===== src/hw/ebtc_consts.svh =====
`ifndef EBTC_CONSTS_SVH
`define EBTC_CONSTS_SVH
// Option field positions
`define EBTC_OPT_CS_BIT 5
`define EBTC_OPT_SE_BIT 4
`define EBTC_OPT_PSA_BIT 3
// Reset values
`define EBTC_OPTION_RST 8'hFF
`define EBTC_COUNT_RST 8'h00
// Count increments held off after a write
`define EBTC_WR_HOLD 2'h2
// Last quarter phase of an instruction cycle
`define EBTC_QPHASES 2'h3
`endif


===== src/hw/ebtc_pkg.sv =====
package ebtc_pkg;
    // Configuration bits from the option register
    typedef struct packed {
        logic clock_source_select;
        logic source_edge_select;
        logic prescaler_assign;
        logic [2:0] prescale_ratio_field;
    } ebtc_cfg_t;
    // Software write request to the count register
    typedef struct packed {
        logic wr;
        logic [7:0] data;
    } ebtc_wr_t;
endpackage


===== src/hw/ebtc_timer.sv =====
`timescale 1ns/1ps
`include "ebtc_consts.svh"
// Operation
// - Source select zero counts instruction cycles, one per cycle unprescaled.
// - A count write holds off the next two count increments.
// - Source select one counts selected edges on the external input.
// - Edge select zero means rising edges, one means falling edges.
// - Prescaler shared with watchdog; assign bit zero gives it to counter.
// - Software has no access to the prescaler count.
// - Counter prescaler supports ratios 1:2 through 1:256.
// - Count wrap from FFh to 00h sets the overflow flag.
// - Interrupt request only while overflow interrupt enable is set.
// - Overflow flag stays set until software clears it.
// - Counter stops during sleep; overflow cannot wake the processor.
// - Count source sampled on second and fourth quarter phases.
// - Count write clears prescaler when prescaler belongs to counter.
module ebtc_timer
(
    // Clock and reset
    input wire logic MCLK_IN,
    input wire logic NRST_IN,
    // Configuration and control
    input wire ebtc_pkg::ebtc_cfg_t CFG_IN,
    input wire ebtc_pkg::ebtc_wr_t COUNT_WR_IN,
    input wire logic FLAG_CLR_IN,
    input wire logic IRQ_ENABLE_IN,
    input wire logic SLEEP_IN,
    // External pulse source
    input wire logic EXT_COUNT_IN,
    // Watchdog tick to be prescaled
    input wire logic WDT_TICK_IN,
    // Status
    output logic [7:0] COUNT_OUT,
    output logic OVERFLOW_FLAG_OUT,
    output logic IRQ_OUT,
    output logic WDT_PRESCALED_OUT
);
    logic [2:0] ext_sync_q, ext_sync_d;
    logic [1:0] qph_q, qph_d;
    logic samp_q, samp_d;
    logic samp_prev_q, samp_prev_d;
    logic [7:0] pre_q, pre_d;
    logic [7:0] cnt_q, cnt_d;
    logic [1:0] hold_q, hold_d;
    logic flag_q, flag_d;
    logic irq_q, irq_d;
    logic wdt_out_q, wdt_out_d;
    logic ext_clean_q, ext_clean_d;
    logic ext_prev_q, ext_prev_d;
    logic src_tick, pre_tick, cnt_tick, ext_edge, wrap, samp_now, cyc_tick;

    // Ratio mask: terminal count of the prescaler
    function automatic logic [7:0] ebtc_ratio_mask(input logic [2:0] n);
        ebtc_ratio_mask = 8'(({1'b0, 8'hFF} << (4'(n) + 4'h1)) >> 9'h0);
        ebtc_ratio_mask = ~ebtc_ratio_mask;
    endfunction

    // Input synchroniser, clean level, edge detect and quarter phase
    always_comb
    begin
        ext_sync_d = {ext_sync_q[1:0], EXT_COUNT_IN};
        ext_clean_d = (ext_sync_q[1] == ext_sync_q[2]) ? ext_sync_q[2] : ext_clean_q;
        ext_prev_d = ext_clean_q;
        ext_edge = CFG_IN.source_edge_select ? (ext_prev_q & ~ext_clean_q)
                                             : (~ext_prev_q & ext_clean_q);
        qph_d = SLEEP_IN ? qph_q : qph_q + 2'h1;
        cyc_tick = ~SLEEP_IN && (qph_q == `EBTC_QPHASES);
    end

    // Source select, prescaler, Q2/Q4 sampling
    always_comb
    begin
        src_tick = CFG_IN.clock_source_select ? ext_edge : cyc_tick;
        pre_d = pre_q;
        pre_tick = 1'b0;
        wdt_out_d = 1'b0;
        if (CFG_IN.prescaler_assign == 1'b0)
        begin
            if (COUNT_WR_IN.wr)
                pre_d = 8'h00;
            else if (src_tick && !SLEEP_IN)
            begin
                if ((pre_q & ebtc_ratio_mask(CFG_IN.prescale_ratio_field)) ==
                    ebtc_ratio_mask(CFG_IN.prescale_ratio_field))
                begin
                    pre_d = 8'h00;
                    pre_tick = 1'b1;
                end
                else
                    pre_d = pre_q + 8'h01;
            end
        end
        else if (WDT_TICK_IN)
        begin
            if ((pre_q & ebtc_ratio_mask(CFG_IN.prescale_ratio_field)) ==
                ebtc_ratio_mask(CFG_IN.prescale_ratio_field))
            begin
                pre_d = 8'h00;
                wdt_out_d = 1'b1;
            end
            else
                pre_d = pre_q + 8'h01;
        end
        // Sampled level toggles on each prescaled tick; taken on Q2 and Q4
        samp_now = qph_q[0];
        samp_d = samp_q;
        if (pre_tick || (CFG_IN.prescaler_assign && src_tick && !SLEEP_IN))
            samp_d = ~samp_q;
        samp_prev_d = samp_now ? samp_q : samp_prev_q;
        cnt_tick = samp_now && (samp_q != samp_prev_q);
    end

    // Count register, write hold-off, overflow flag
    always_comb
    begin
        cnt_d = cnt_q;
        hold_d = hold_q;
        wrap = 1'b0;
        if (COUNT_WR_IN.wr)
        begin
            cnt_d = COUNT_WR_IN.data;
            hold_d = `EBTC_WR_HOLD;
        end
        else if (cnt_tick && !SLEEP_IN)
        begin
            if (hold_q != 2'h0)
                hold_d = hold_q - 2'h1;
            else
            begin
                cnt_d = cnt_q + 8'h01;
                wrap = (cnt_q == 8'hFF);
            end
        end
        flag_d = wrap ? 1'b1 : (FLAG_CLR_IN ? 1'b0 : flag_q);
        irq_d = flag_d & IRQ_ENABLE_IN;
    end

    // Registers; prescaler count never reaches a port
    always_ff @(posedge MCLK_IN or negedge NRST_IN)
    begin
        if (!NRST_IN)
        begin
            ext_sync_q <= 3'h0;
            ext_clean_q <= 1'b0;
            ext_prev_q <= 1'b0;
            qph_q <= 2'h0;
            pre_q <= 8'h00;
            samp_q <= 1'b0;
            samp_prev_q <= 1'b0;
            cnt_q <= `EBTC_COUNT_RST;
            hold_q <= 2'h0;
            flag_q <= 1'b0;
            irq_q <= 1'b0;
            wdt_out_q <= 1'b0;
        end
        else
        begin
            ext_sync_q <= ext_sync_d;
            ext_clean_q <= ext_clean_d;
            ext_prev_q <= ext_prev_d;
            qph_q <= qph_d;
            pre_q <= pre_d;
            samp_q <= samp_d;
            samp_prev_q <= samp_prev_d;
            cnt_q <= cnt_d;
            hold_q <= hold_d;
            flag_q <= flag_d;
            irq_q <= irq_d;
            wdt_out_q <= wdt_out_d;
        end
    end

    // Outputs straight from their registers
    assign COUNT_OUT = cnt_q;
    assign OVERFLOW_FLAG_OUT = flag_q;
    assign IRQ_OUT = irq_q;
    assign WDT_PRESCALED_OUT = wdt_out_q;

    // Flag set by a wrap persists until a clear arrives
    chk_flag_sticky: assert property (@(posedge MCLK_IN) disable iff (!NRST_IN)
        flag_q && !FLAG_CLR_IN |=> flag_q) else $error("overflow flag dropped");
    chk_flag_wrap: assert property (@(posedge MCLK_IN) disable iff (!NRST_IN)
        wrap |=> flag_q && cnt_q == 8'h00) else $error("wrap did not set flag");
    chk_irq_mask: assert property (@(posedge MCLK_IN) disable iff (!NRST_IN)
        !IRQ_ENABLE_IN |=> !irq_q) else $error("irq while masked");
    chk_sleep_stop: assert property (@(posedge MCLK_IN) disable iff (!NRST_IN)
        SLEEP_IN && !COUNT_WR_IN.wr |=> $stable(cnt_q)) else $error("count moved in sleep");
    chk_write_load: assert property (@(posedge MCLK_IN) disable iff (!NRST_IN)
        COUNT_WR_IN.wr |=> cnt_q == $past(COUNT_WR_IN.data) && hold_q == 2'h2)
        else $error("write not loaded");
    chk_hold_inc: assert property (@(posedge MCLK_IN) disable iff (!NRST_IN)
        hold_q != 2'h0 && !COUNT_WR_IN.wr |=> cnt_q == $past(cnt_q))
        else $error("count advanced during hold");
    chk_pre_clear: assert property (@(posedge MCLK_IN) disable iff (!NRST_IN)
        COUNT_WR_IN.wr && !CFG_IN.prescaler_assign |=> pre_q == 8'h00)
        else $error("prescaler not cleared");
    chk_step_one: assert property (@(posedge MCLK_IN) disable iff (!NRST_IN)
        !COUNT_WR_IN.wr |=> cnt_q == $past(cnt_q) || cnt_q == 8'($past(cnt_q) + 8'h01))
        else $error("count step not one");

    // Phase, prescaler owner, edge, irq, clear, sleep and hold guards
    chk_tick_phase: assert property (@(posedge MCLK_IN) disable iff (!NRST_IN)
        !COUNT_WR_IN.wr && !qph_q[0] |=> $stable(cnt_q))
        else $error("count moved off a sample phase");
    chk_wdt_owner: assert property (@(posedge MCLK_IN) disable iff (!NRST_IN)
        !CFG_IN.prescaler_assign |=> !wdt_out_q)
        else $error("watchdog pulse without prescaler");
    chk_edge_single: assert property (@(posedge MCLK_IN) disable iff (!NRST_IN)
        ext_edge |=> !ext_edge)
        else $error("one pin edge seen twice");
    chk_irq_follow: assert property (@(posedge MCLK_IN) disable iff (!NRST_IN)
        IRQ_ENABLE_IN && flag_q && !FLAG_CLR_IN |=> irq_q)
        else $error("enabled flag gave no irq");
    chk_flag_clear: assert property (@(posedge MCLK_IN) disable iff (!NRST_IN)
        FLAG_CLR_IN && !wrap |=> !flag_q)
        else $error("flag clear ignored");
    chk_sleep_phase: assert property (@(posedge MCLK_IN) disable iff (!NRST_IN)
        SLEEP_IN |=> $stable(qph_q))
        else $error("phase moved in sleep");
    chk_hold_count: assert property (@(posedge MCLK_IN) disable iff (!NRST_IN)
        hold_q != 2'h0 && cnt_tick && !SLEEP_IN && !COUNT_WR_IN.wr
        |=> hold_q == $past(hold_q) - 2'h1)
        else $error("hold did not count down");
endmodule


===== config.mk =====
export PLATFORM = sky130hd
export DESIGN_NAME = ebtc_timer
export DESIGN_NICKNAME = d
export VERILOG_FILES = /design/src/hw/ebtc_pkg.sv /design/src/hw/ebtc_timer.sv
export VERILOG_INCLUDE_DIRS = /design/src /design/src/hw
export SDC_FILE = /design/constraint.sdc
export NUM_CORES = 1
export LEC_CHECK = 0
export ABC_AREA = 1
export BUFFER_PORTS_ARGS = -buffer_cell sky130_fd_sc_hd__buf_2
export CORE_MARGIN = 1
export CORE_UTILIZATION = 50
export DETAILED_ROUTE_END_ITERATION = 7
export PLACE_DENSITY = 0.78
export SKIP_LAST_GASP = 1
export SYNTH_ARGS = -nofsm -noshare
export SYNTH_HDL_FRONTEND = slang
export SYNTH_SLANG_ARGS = --single-unit

===== constraint.sdc =====
create_clock -name MCLK_IN -period 1.45 [get_ports MCLK_IN]
set_input_delay 0.0725 -clock MCLK_IN [delete_from_list [all_inputs] [get_ports MCLK_IN]]
set_output_delay 0.0725 -clock MCLK_IN [all_outputs]
set_load 0.01 [all_outputs]

# ---- Yosys cells after proc, flatten, opt, wreduce, memory -nomap -nowiden
# Index checks and enable logic that the tools add are counted.
dict set report word_totals {
  ff_bits 30
  in_bits 22
  out_inout_bits 11
  word_cells 73
}
dict set report classes {
  addsub 5
  n_eq_ne 7
  shift 1
  muxes 24
  n_bitwise 9
  n_reduce_logical 15
}
# cell count
set op_table {}
lappend op_table {{two-way mux 8 bit} 8}
lappend op_table {{adder 8 x 1 -> 8 bit (second input constant)} 2}
lappend op_table {{two-way mux 1 bit} 13}
lappend op_table {{AND 8 bit} 1}
lappend op_table {{== test 8 bit} 1}
lappend op_table {{== test 8 bit (second input constant)} 1}
lappend op_table {{inverter 8 bit} 1}
lappend op_table {{<< shifter 8 x 4 -> 8 bit (first input constant)} 1}
lappend op_table {{logical AND 1 bit} 6}
lappend op_table {{two-way mux 2 bit} 3}
lappend op_table {{AND reduction 2 bit} 3}
lappend op_table {{nonzero test 2 bit} 3}
lappend op_table {{adder 3 x 1 -> 4 bit (second input constant)} 1}
lappend op_table {{inverter 1 bit} 4}
lappend op_table {{AND 1 bit} 3}
lappend op_table {{nonzero test 3 bit} 1}
lappend op_table {{adder 2 x 1 -> 2 bit (second input constant)} 1}
lappend op_table {{== test 2 bit (second input constant)} 1}
lappend op_table {{!= test 2 x 1 -> 1 bit (second input constant)} 1}
lappend op_table {{!= test 2 bit (second input constant)} 1}
lappend op_table {{subtractor 2 x 1 -> 2 bit (second input constant)} 1}
lappend op_table {{== test 1 bit} 1}
lappend op_table {{logical NOT 1 bit} 1}
lappend op_table {{logical OR 1 bit} 1}
lappend op_table {{!= test 1 bit} 1}

# ---- Depth between registers and ports, before layout
# Gate-level depths: netlist (run 1).
dict set report logic_depth {
  word_depth 10
  mapped_depth 13
}

# ---- Least setup slack after synthesis (run 1)
# OpenSTA, ideal clock, no wires.
dict set report synth_timing {
  path_kind {reg2reg}
  startpoint {register cnt_q[0], in the netlist COUNT_OUT[0]}
  endpoint {register cnt_q[6], in the netlist COUNT_OUT[6]}
  setup_time_ns 0.130
  arrival_ns 1.294
  required_ns 1.320
  path_slack_ns 0.026
  path_stages_with_launch 8
  path_buffers 0
  cell_sequence {dfrtp_1 ha_1 nand2_1 nor3_1 xor2_1 nand2_1 o211ai_1 o21ai_0}
}
dict set report synth_between {
  elab_chain_cells 4
}
# element line
set synth_lines {}
lappend synth_lines {{start, declared} ebtc_timer.sv:43} ;# logic [7:0] cnt_q, cnt_d;
lappend synth_lines {{start signal, assigned} ebtc_timer.sv:150} ;# cnt_q <= `EBTC_COUNT_RST;
lappend synth_lines {{start signal, assigned} ebtc_timer.sv:165} ;# cnt_q <= cnt_d;
lappend synth_lines {{adder 8 x 1 -> 8 bit} ebtc_timer.sv:130} ;# cnt_d = cnt_q + 8'h01;
lappend synth_lines {{two-way mux 8 bit} ebtc_timer.sv:126} ;# if (hold_q != 2'h0)
lappend synth_lines {{two-way mux 8 bit} ebtc_timer.sv:124} ;# else if (cnt_tick && !SLEEP_IN)
lappend synth_lines {{two-way mux 8 bit} ebtc_timer.sv:119} ;# if (COUNT_WR_IN.wr)
# No other way between the ends. The select of a mux whose other input is x is not followed.
# A chain may end at the register's enable or synchronous reset.

# ---- Final worst setup path (run 1)
dict set report layout_timing {
  startpoint {register cnt_q[2], in the netlist COUNT_OUT[2]}
  endpoint {register cnt_q[5], in the netlist COUNT_OUT[5]}
}
# The elaborated chain is that of the path after synthesis.

==> impl_metrics.env, run 1 <==
export IMPL_p_int_w=0.001590
export IMPL_worstPathMaxFanout=6
export IMPL_grt_start_max_net_pins=31
export IMPL_viasPerCell=4.862
export IMPL_worstPathRequired_ps=1680
export IMPL_clockBufferDepth=2
export IMPL_regArea_um2=752.0
export IMPL_p_clk_share_pct=21.4
export IMPL_start_kind="flip-flop"
export IMPL_final_nets=301
export IMPL_arrival_ps=1800
export IMPL_core_mm2=0.003128
export IMPL_multi_input_area_um2=867.1
export IMPL_dieArea_mm2=0.003640
export IMPL_clk_pin_slew_ps=100
export IMPL_hp_class="in2reg"
export IMPL_insertion_delay_ps=330
export IMPL_final_common_cell="nand2_1"
export IMPL_met3WireLength_um=140
export IMPL_drive_gt1_share_pct=27.01
export IMPL_io_pins=33
export IMPL_rows=20
export IMPL_async_flop_share_pct=100.0
export IMPL_h_tree_depth=2
export IMPL_area_growth_pct=27.35
export IMPL_die_h_um=60.34
export IMPL_grt_pass1_wl_um=5796
export IMPL_power_leakage_nw=1.135
export IMPL_p_per_area_mw_per_mm2=1143
export IMPL_dr_wl_met2_um=1870
export IMPL_endpoint_kind="flip-flop"
export IMPL_crit_type="reg2reg"
export IMPL_fin_crit_sh_pct=107.8
export IMPL_ys_flop_type="dfrtp_1"
export IMPL_path_cells="nand3_1 -> or2_1 -> nor2_1 -> nand2_1 -> o21ai_0 -> nand2_1 -> nand2_1 -> inv_1"
export IMPL_initialDrtViolationCount=66
export IMPL_max_cap_viol_count=0
export IMPL_finClkSkew_ps=13.17
export IMPL_setup_viol=2
export IMPL_synthDistinctLibCells=32
export IMPL_drt_first_pass_iters=4
export IMPL_dp_hpwl_um=2561
export IMPL_outcome="complete, but fails checks"
export IMPL_final_fill_count=261
export IMPL_ys_seq_elements=30
export IMPL_grt_pass1_vias=1397
export IMPL_cts_buffers=5
export IMPL_synth_edf_count=0
export IMPL_fin_ws_ps=-113.8
export IMPL_avgSynthCellArea_um2=7.806
export IMPL_yosys_warnings=0
export IMPL_period_minus_slack_ps=1564
export IMPL_chipWidth_um=60.34
export IMPL_start_util_pct=54.40
export IMPL_vdd_ir_drop_max_mv=0.8012
export IMPL_seq_area_frac_synth_pct=44.12
export IMPL_place_congestion=0.8990
export IMPL_power_switching_w=0.0008865
export IMPL_slowest_stage="dfrtp_1"
export IMPL_syn_area_mm2=0.001702
export IMPL_relSlewSlack_pct=57.60
export IMPL_synth_largest_area_cell="dfrtp_1"
export IMPL_tns_ps=-204.7
export IMPL_final_cell_mix="51 x nand2_1, 32 x buf_2, 29 x dfrtp_1"
export IMPL_crit_family="simple AND/OR/NAND/NOR gates"
export IMPL_final_antenna_net_count=0
export IMPL_grt_overflow=0
export IMPL_maxSlewViolCount=0
export IMPL_io_buffers=32
export IMPL_track_usage_pct=21.67
export IMPL_cts_sinks=30
export IMPL_drt_met1_wl_um=1576
export IMPL_highest_layer="met4"
export IMPL_cp_common_cell="nand2_1"
export IMPL_swShare_pct=35.79
export IMPL_netlist_area_leader_share_pct=44.12
export IMPL_worst_slew_pin_slew_ps=636.0
export IMPL_syn_nets=246
export IMPL_diodes=0
export IMPL_fmax_mhz=639.5
export IMPL_failed_checks="negative setup slack"
export IMPL_vias=1546
export IMPL_power_w=0.002477
export IMPL_cp_num_buf_inv=1
export IMPL_hold_viol=0
export IMPL_cpPeakStageDelay_ps=470
export IMPL_synthTopCellsByArea="dfrtp_1 44%, nand2_1 12%, inv_1 6.2%, nand3_1 5.3%, nor2_1 5.1%"
export IMPL_cts_tree="built"
export IMPL_remaining_drc_errors=0
export IMPL_rsz0062_at_grt="true"
export IMPL_synthCells=218
export IMPL_cts_root_buf="clkbuf_4"
export IMPL_antenna_found_initial=0
export IMPL_comb_power_share_pct=32.4
export IMPL_drt_wl_total_um=3645
export IMPL_wl_per_cell_um=11.46
export IMPL_p_seq_share_pct=46.2
[worst min-delay path, stage by stage]
cell,delay [ps]
buf_2,110
inv_1,100
nor3_1,70
[synthesized netlist by cell type, drive strengths merged, types with 3 or more instances]
library cell / n
nand2: 62
inv: 31
dfrtp: 30
nor2: 26
nand3: 18
o21ai: 13
ha: 6
nor3: 6
a21oi: 4
xor2: 3
[cells by family after synthesis]
| logic type | synth area share, % |
|---|---|
| simple gates | 31.54 |
| buf+inv | 7.573 |
| flops | 44.12 |
| compound gates | 9.045 |
| fa+ha+maj | 5.000 |
| xor+xnor | 2.059 |
| mux | 0.6617 |
[cell type report]
cell class | count | share of cell area, %
multi-input combinational | 156 | 40.01
sequential | 30 | 34.70
timing repair buffer | 49 | 14.32
inverter | 31 | 5.485
tap | 44 | 2.540
clock buffer | 6 | 2.367
clock inverter | 2 | 0.5774
[power by group through the flow]
stage               Combinational (W)  Sequential (W)  Clock [W]
global route                 0.000928         0.00116   0.000586
floorplan                    0.000489         0.00115          0
detailed placement           0.000715         0.00116          0
CTS                          0.000753         0.00114   0.000542
finish                       0.000803         0.00114   0.000530
global placement             0.000693         0.00115          0
[registers in the layout (all words and copies together) (netlist names)]
| register | cells |
|---|---|
| COUNT_OUT | 8 |
| hold_q | 2 |
| samp_prev_q | 1 |
| WDT_PRESCALED_OUT | 1 |
| samp_q | 1 |
| ext_sync_q | 3 |
| qph_q | 2 |
| pre_q | 8 |
| OVERFLOW_FLAG_OUT | 1 |
| ext_prev_q | 1 |
| ext_clean_q | 1 |
| IRQ_OUT | 1 |
[through the flow]
stage	utilization [%]	setup slack [ps]	instance area, µm²	hold WS (ps)	instances
6_report	69.28	-113.8	2167	43.71	318
5_1_grt	69.28	-152.6	2167	48.15	318
4_1_cts	67.84	6.000	2122	30.56	316
3_5_place_dp	62.08	-65.69	1942	138.4	297
3_3_place_gp	62.08	-10.83	1942	142.1	297
2_1_floorplan	-	25.69	1702	-223.1	218
[timing repair]
action                                  CTS  global route
endpoints found under the setup margin    8            18
hold endpoints to repair                 38             0
hold buffers                              9             0
cloned                                    1             0
buffers inserted                          1             2
gates resized for setup                   2             9
pin swaps                                 1             7
[path summary, 6_finish.rpt]
kind / from / depth (start not counted) / slack [ps] / to
setup / recovery: COUNT_OUT[2] / 8 / -110 / COUNT_OUT[5]
hold / removal: CFG_IN[3] / 3 / 40 / WDT_PRESCALED_OUT
setup reg to reg: COUNT_OUT[2] / 8 / -110 / COUNT_OUT[5]
hold reg to reg: ext_sync_q[0] / 0 / 350 / ext_sync_q[1]
max in group asynchronous: NRST_IN / 2 / 710 / COUNT_OUT[0]
min in group asynchronous: NRST_IN / 2 / 290 / COUNT_OUT[1]
[layer usage]
metal,up-vias,track usage [%]
met5,-,0
met4,0,8.638
met3,7,5.970
met2,29,35.79
met1,707,26.89
li1,803,-
(Power assumes the default switching activity.)
==> run 2, diff against run 1 <==
--- a/config.mk
+++ b/config.mk
@@ -8,7 +8,7 @@
 export LEC_CHECK = 0
 export ABC_AREA = 1
 export BUFFER_PORTS_ARGS = -buffer_cell sky130_fd_sc_hd__buf_2
-export CORE_MARGIN = 1
+export CORE_MARGIN = 2
 export CORE_UTILIZATION = 50
 export DETAILED_ROUTE_END_ITERATION = 7
 export PLACE_DENSITY = 0.78
==> run 2 against run 1 <==
The flow now finishes without violations. Power increased by 1.5%. First-iteration DRC count unchanged. Critical path depth unchanged. Setup slack improved by 150 ps. Combinational power increased by 5.9%. Sequential power about the same. Hold slack got worse by 24 ps. Sequential share of layout area decreased by 0.55 points. Largest power group unchanged.
==> impl_metrics.env, run 2 (same netlist as run 1, synthesis figures left out) <==
export IMPL_final_antenna_net_count=0
export IMPL_endpoint_kind="flip-flop"
export IMPL_dieArea_mm2=0.003886
export IMPL_clockBufferDepth=2
export IMPL_cts_tree="built"
export IMPL_worstPathRequired_ps=1670
export IMPL_grt_overflow=0
export IMPL_grt_pass1_wl_um=6403
export IMPL_io_buffers=32
export IMPL_cts_buffers=5
export IMPL_met3WireLength_um=164
export IMPL_rsz0062_at_grt="true"
export IMPL_power_leakage_nw=1.152
export IMPL_utilization_pct=66.40
export IMPL_p_per_area_mw_per_mm2=1143
export IMPL_timing_rr_end="pre_q[2]"
export IMPL_worst_slew_pin_slew_ps=650.4
export IMPL_crit_type="reg2reg"
export IMPL_clk_pin_slew_ps=100
export IMPL_initialDrtViolationCount=66
export IMPL_arrival_ps=1640
export IMPL_fin_crit_sh_pct=97.76
export IMPL_final_cell_mix="51 x nand2_1, 32 x buf_2, 30 x dfrtp_1"
export IMPL_hold_slack_ps=20.04
export IMPL_antenna_found_initial=0
export IMPL_setup_viol=0
export IMPL_maxSlewViolCount=0
export IMPL_worstPathMaxFanout=6
export IMPL_outcome="complete, no violations"
export IMPL_drt_met1_wl_um=1673
export IMPL_drive_gt1_share_pct=28.88
export IMPL_grt_start_max_net_pins=31
export IMPL_start_kind="flip-flop"
export IMPL_drt_wl_total_um=3728
export IMPL_rrSetupSlack_ps=30
export IMPL_finClkSkew_ps=8.008
export IMPL_cts_root_buf="clkbuf_4"
export IMPL_final_common_cell="nand2_1"
export IMPL_remaining_drc_errors=0
export IMPL_track_usage_pct=20.70
export IMPL_grt_pass1_vias=1480
export IMPL_rows=21
export IMPL_final_nets=304
export IMPL_whs_endpoint="COUNT_OUT[6]"
export IMPL_min_delay_start="COUNT_WR_IN[6]"
export IMPL_place_congestion=0.8065
export IMPL_hp_class="in2reg"
export IMPL_relSlewSlack_pct=56.64
export IMPL_h_tree_depth=2
export IMPL_r2r_cells=8
export IMPL_io_pins=33
export IMPL_dr_wl_met2_um=1843
export IMPL_drt_first_pass_iters=4
export IMPL_period_minus_slack_ps=1418
export IMPL_hold_depth=3
export IMPL_die_h_um=62.34
export IMPL_cts_sinks=30
export IMPL_viasPerCell=4.817
export IMPL_wl_per_cell_um=11.54
export IMPL_chipWidth_um=62.34
export IMPL_r2r_start="qph_q[0]"
export IMPL_vias=1556
export IMPL_vdd_ir_drop_max_mv=0.6968
export IMPL_start_util_pct=51.40
export IMPL_hold_viol=0
export IMPL_dp_hpwl_um=2565
export IMPL_fmax_mhz=705.4
export IMPL_highest_layer="met4"
export IMPL_core_mm2=0.003311
export IMPL_diodes=0
export IMPL_max_cap_viol_count=0
export IMPL_insertion_delay_ps=320
export IMPL_area_growth_pct=29.19
[run 2: worst max-delay path, stage by stage (launching register included)]
cell	delay (ps)
dfrtp_1	390
ha_1	150
nor2_1	30
nor2_1	110
nand2_2	120
a21boi_4	230
nand2_2	90
inv_2	120
nor2_1	60
[run 2: worst max path at each step]
| stage | slack, ps | startpoint | depth (start not counted) | endpoint |
|---|---|---|---|---|
| after floorplan | 30 | COUNT_OUT[0] | 7 | COUNT_OUT[6] |
| after global placement | -10 | qph_q[0] | 8 | pre_q[3] |
| after detailed placement | -50 | qph_q[0] | 8 | pre_q[2] |
| after CTS | 1 | qph_q[0] | 10 | pre_q[4] |
| after global routing | -110 | qph_q[0] | 9 | pre_q[7] |
| final | 30 | qph_q[0] | 8 | pre_q[2] |
[run 2: final cells by class]
| cell class | count | area, µm² |
|---|---|---|
| inverters | 31 | 116.4 |
| multi-input cells | 156 | 883.3 |
| well taps | 46 | 57.56 |
| repair buffers | 52 | 330.3 |
| clock inverters | 1 | 5.005 |
| flip-flops and latches | 30 | 750.7 |
| clock buffers | 7 | 55.05 |
| fillers | 310 | 1112 |
[run 2: metal layers]
| metal | global-route usage [%] | vias to the layer above |
|---|---|---|
| met5 | 0 | - |
| met4 | 8.333 | 0 |
| met3 | 3.804 | 6 |
| met2 | 34.92 | 36 |
| met1 | 26.39 | 703 |
| li1 | - | 811 |
[run 2: where the power goes]
| part | internal [W] | switching [W] |
|---|---|---|
| registers | 0.000998 | 0.000149 |
| logic | 0.000394 | 0.000457 |
| clock network | 0.000235 | 0.000281 |
| total | 0.00163 | 0.000887 |
[run 2: stage by stage]
| step | worst slack (ps) | total power, W | cell area [µm²] | TNS [ps] | cells |
|---|---|---|---|---|---|
| after floorplan | 25.69 | 0.001636 | 1702 | 0 | 218 |
| after global placement | -12.56 | 0.001847 | 1952 | -62.13 | 300 |
| after detailed placement | -47.88 | 0.001885 | 1952 | -199.1 | 300 |
| after CTS | 0.9932 | 0.002429 | 2111 | 0 | 317 |
| after global routing | -111.8 | 0.002707 | 2198 | -958.4 | 323 |
| final | 32.44 | 0.002514 | 2198 | 0 | 323 |
[run 2: timing repair]
item,in CTS,in global routing
buffers inserted,0,6
pin swaps,1,9
gates cloned,1,0
hold buffers,8,0
resized for setup,2,12
endpoints found under the setup margin,7,18
endpoints found under the hold margin,37,0
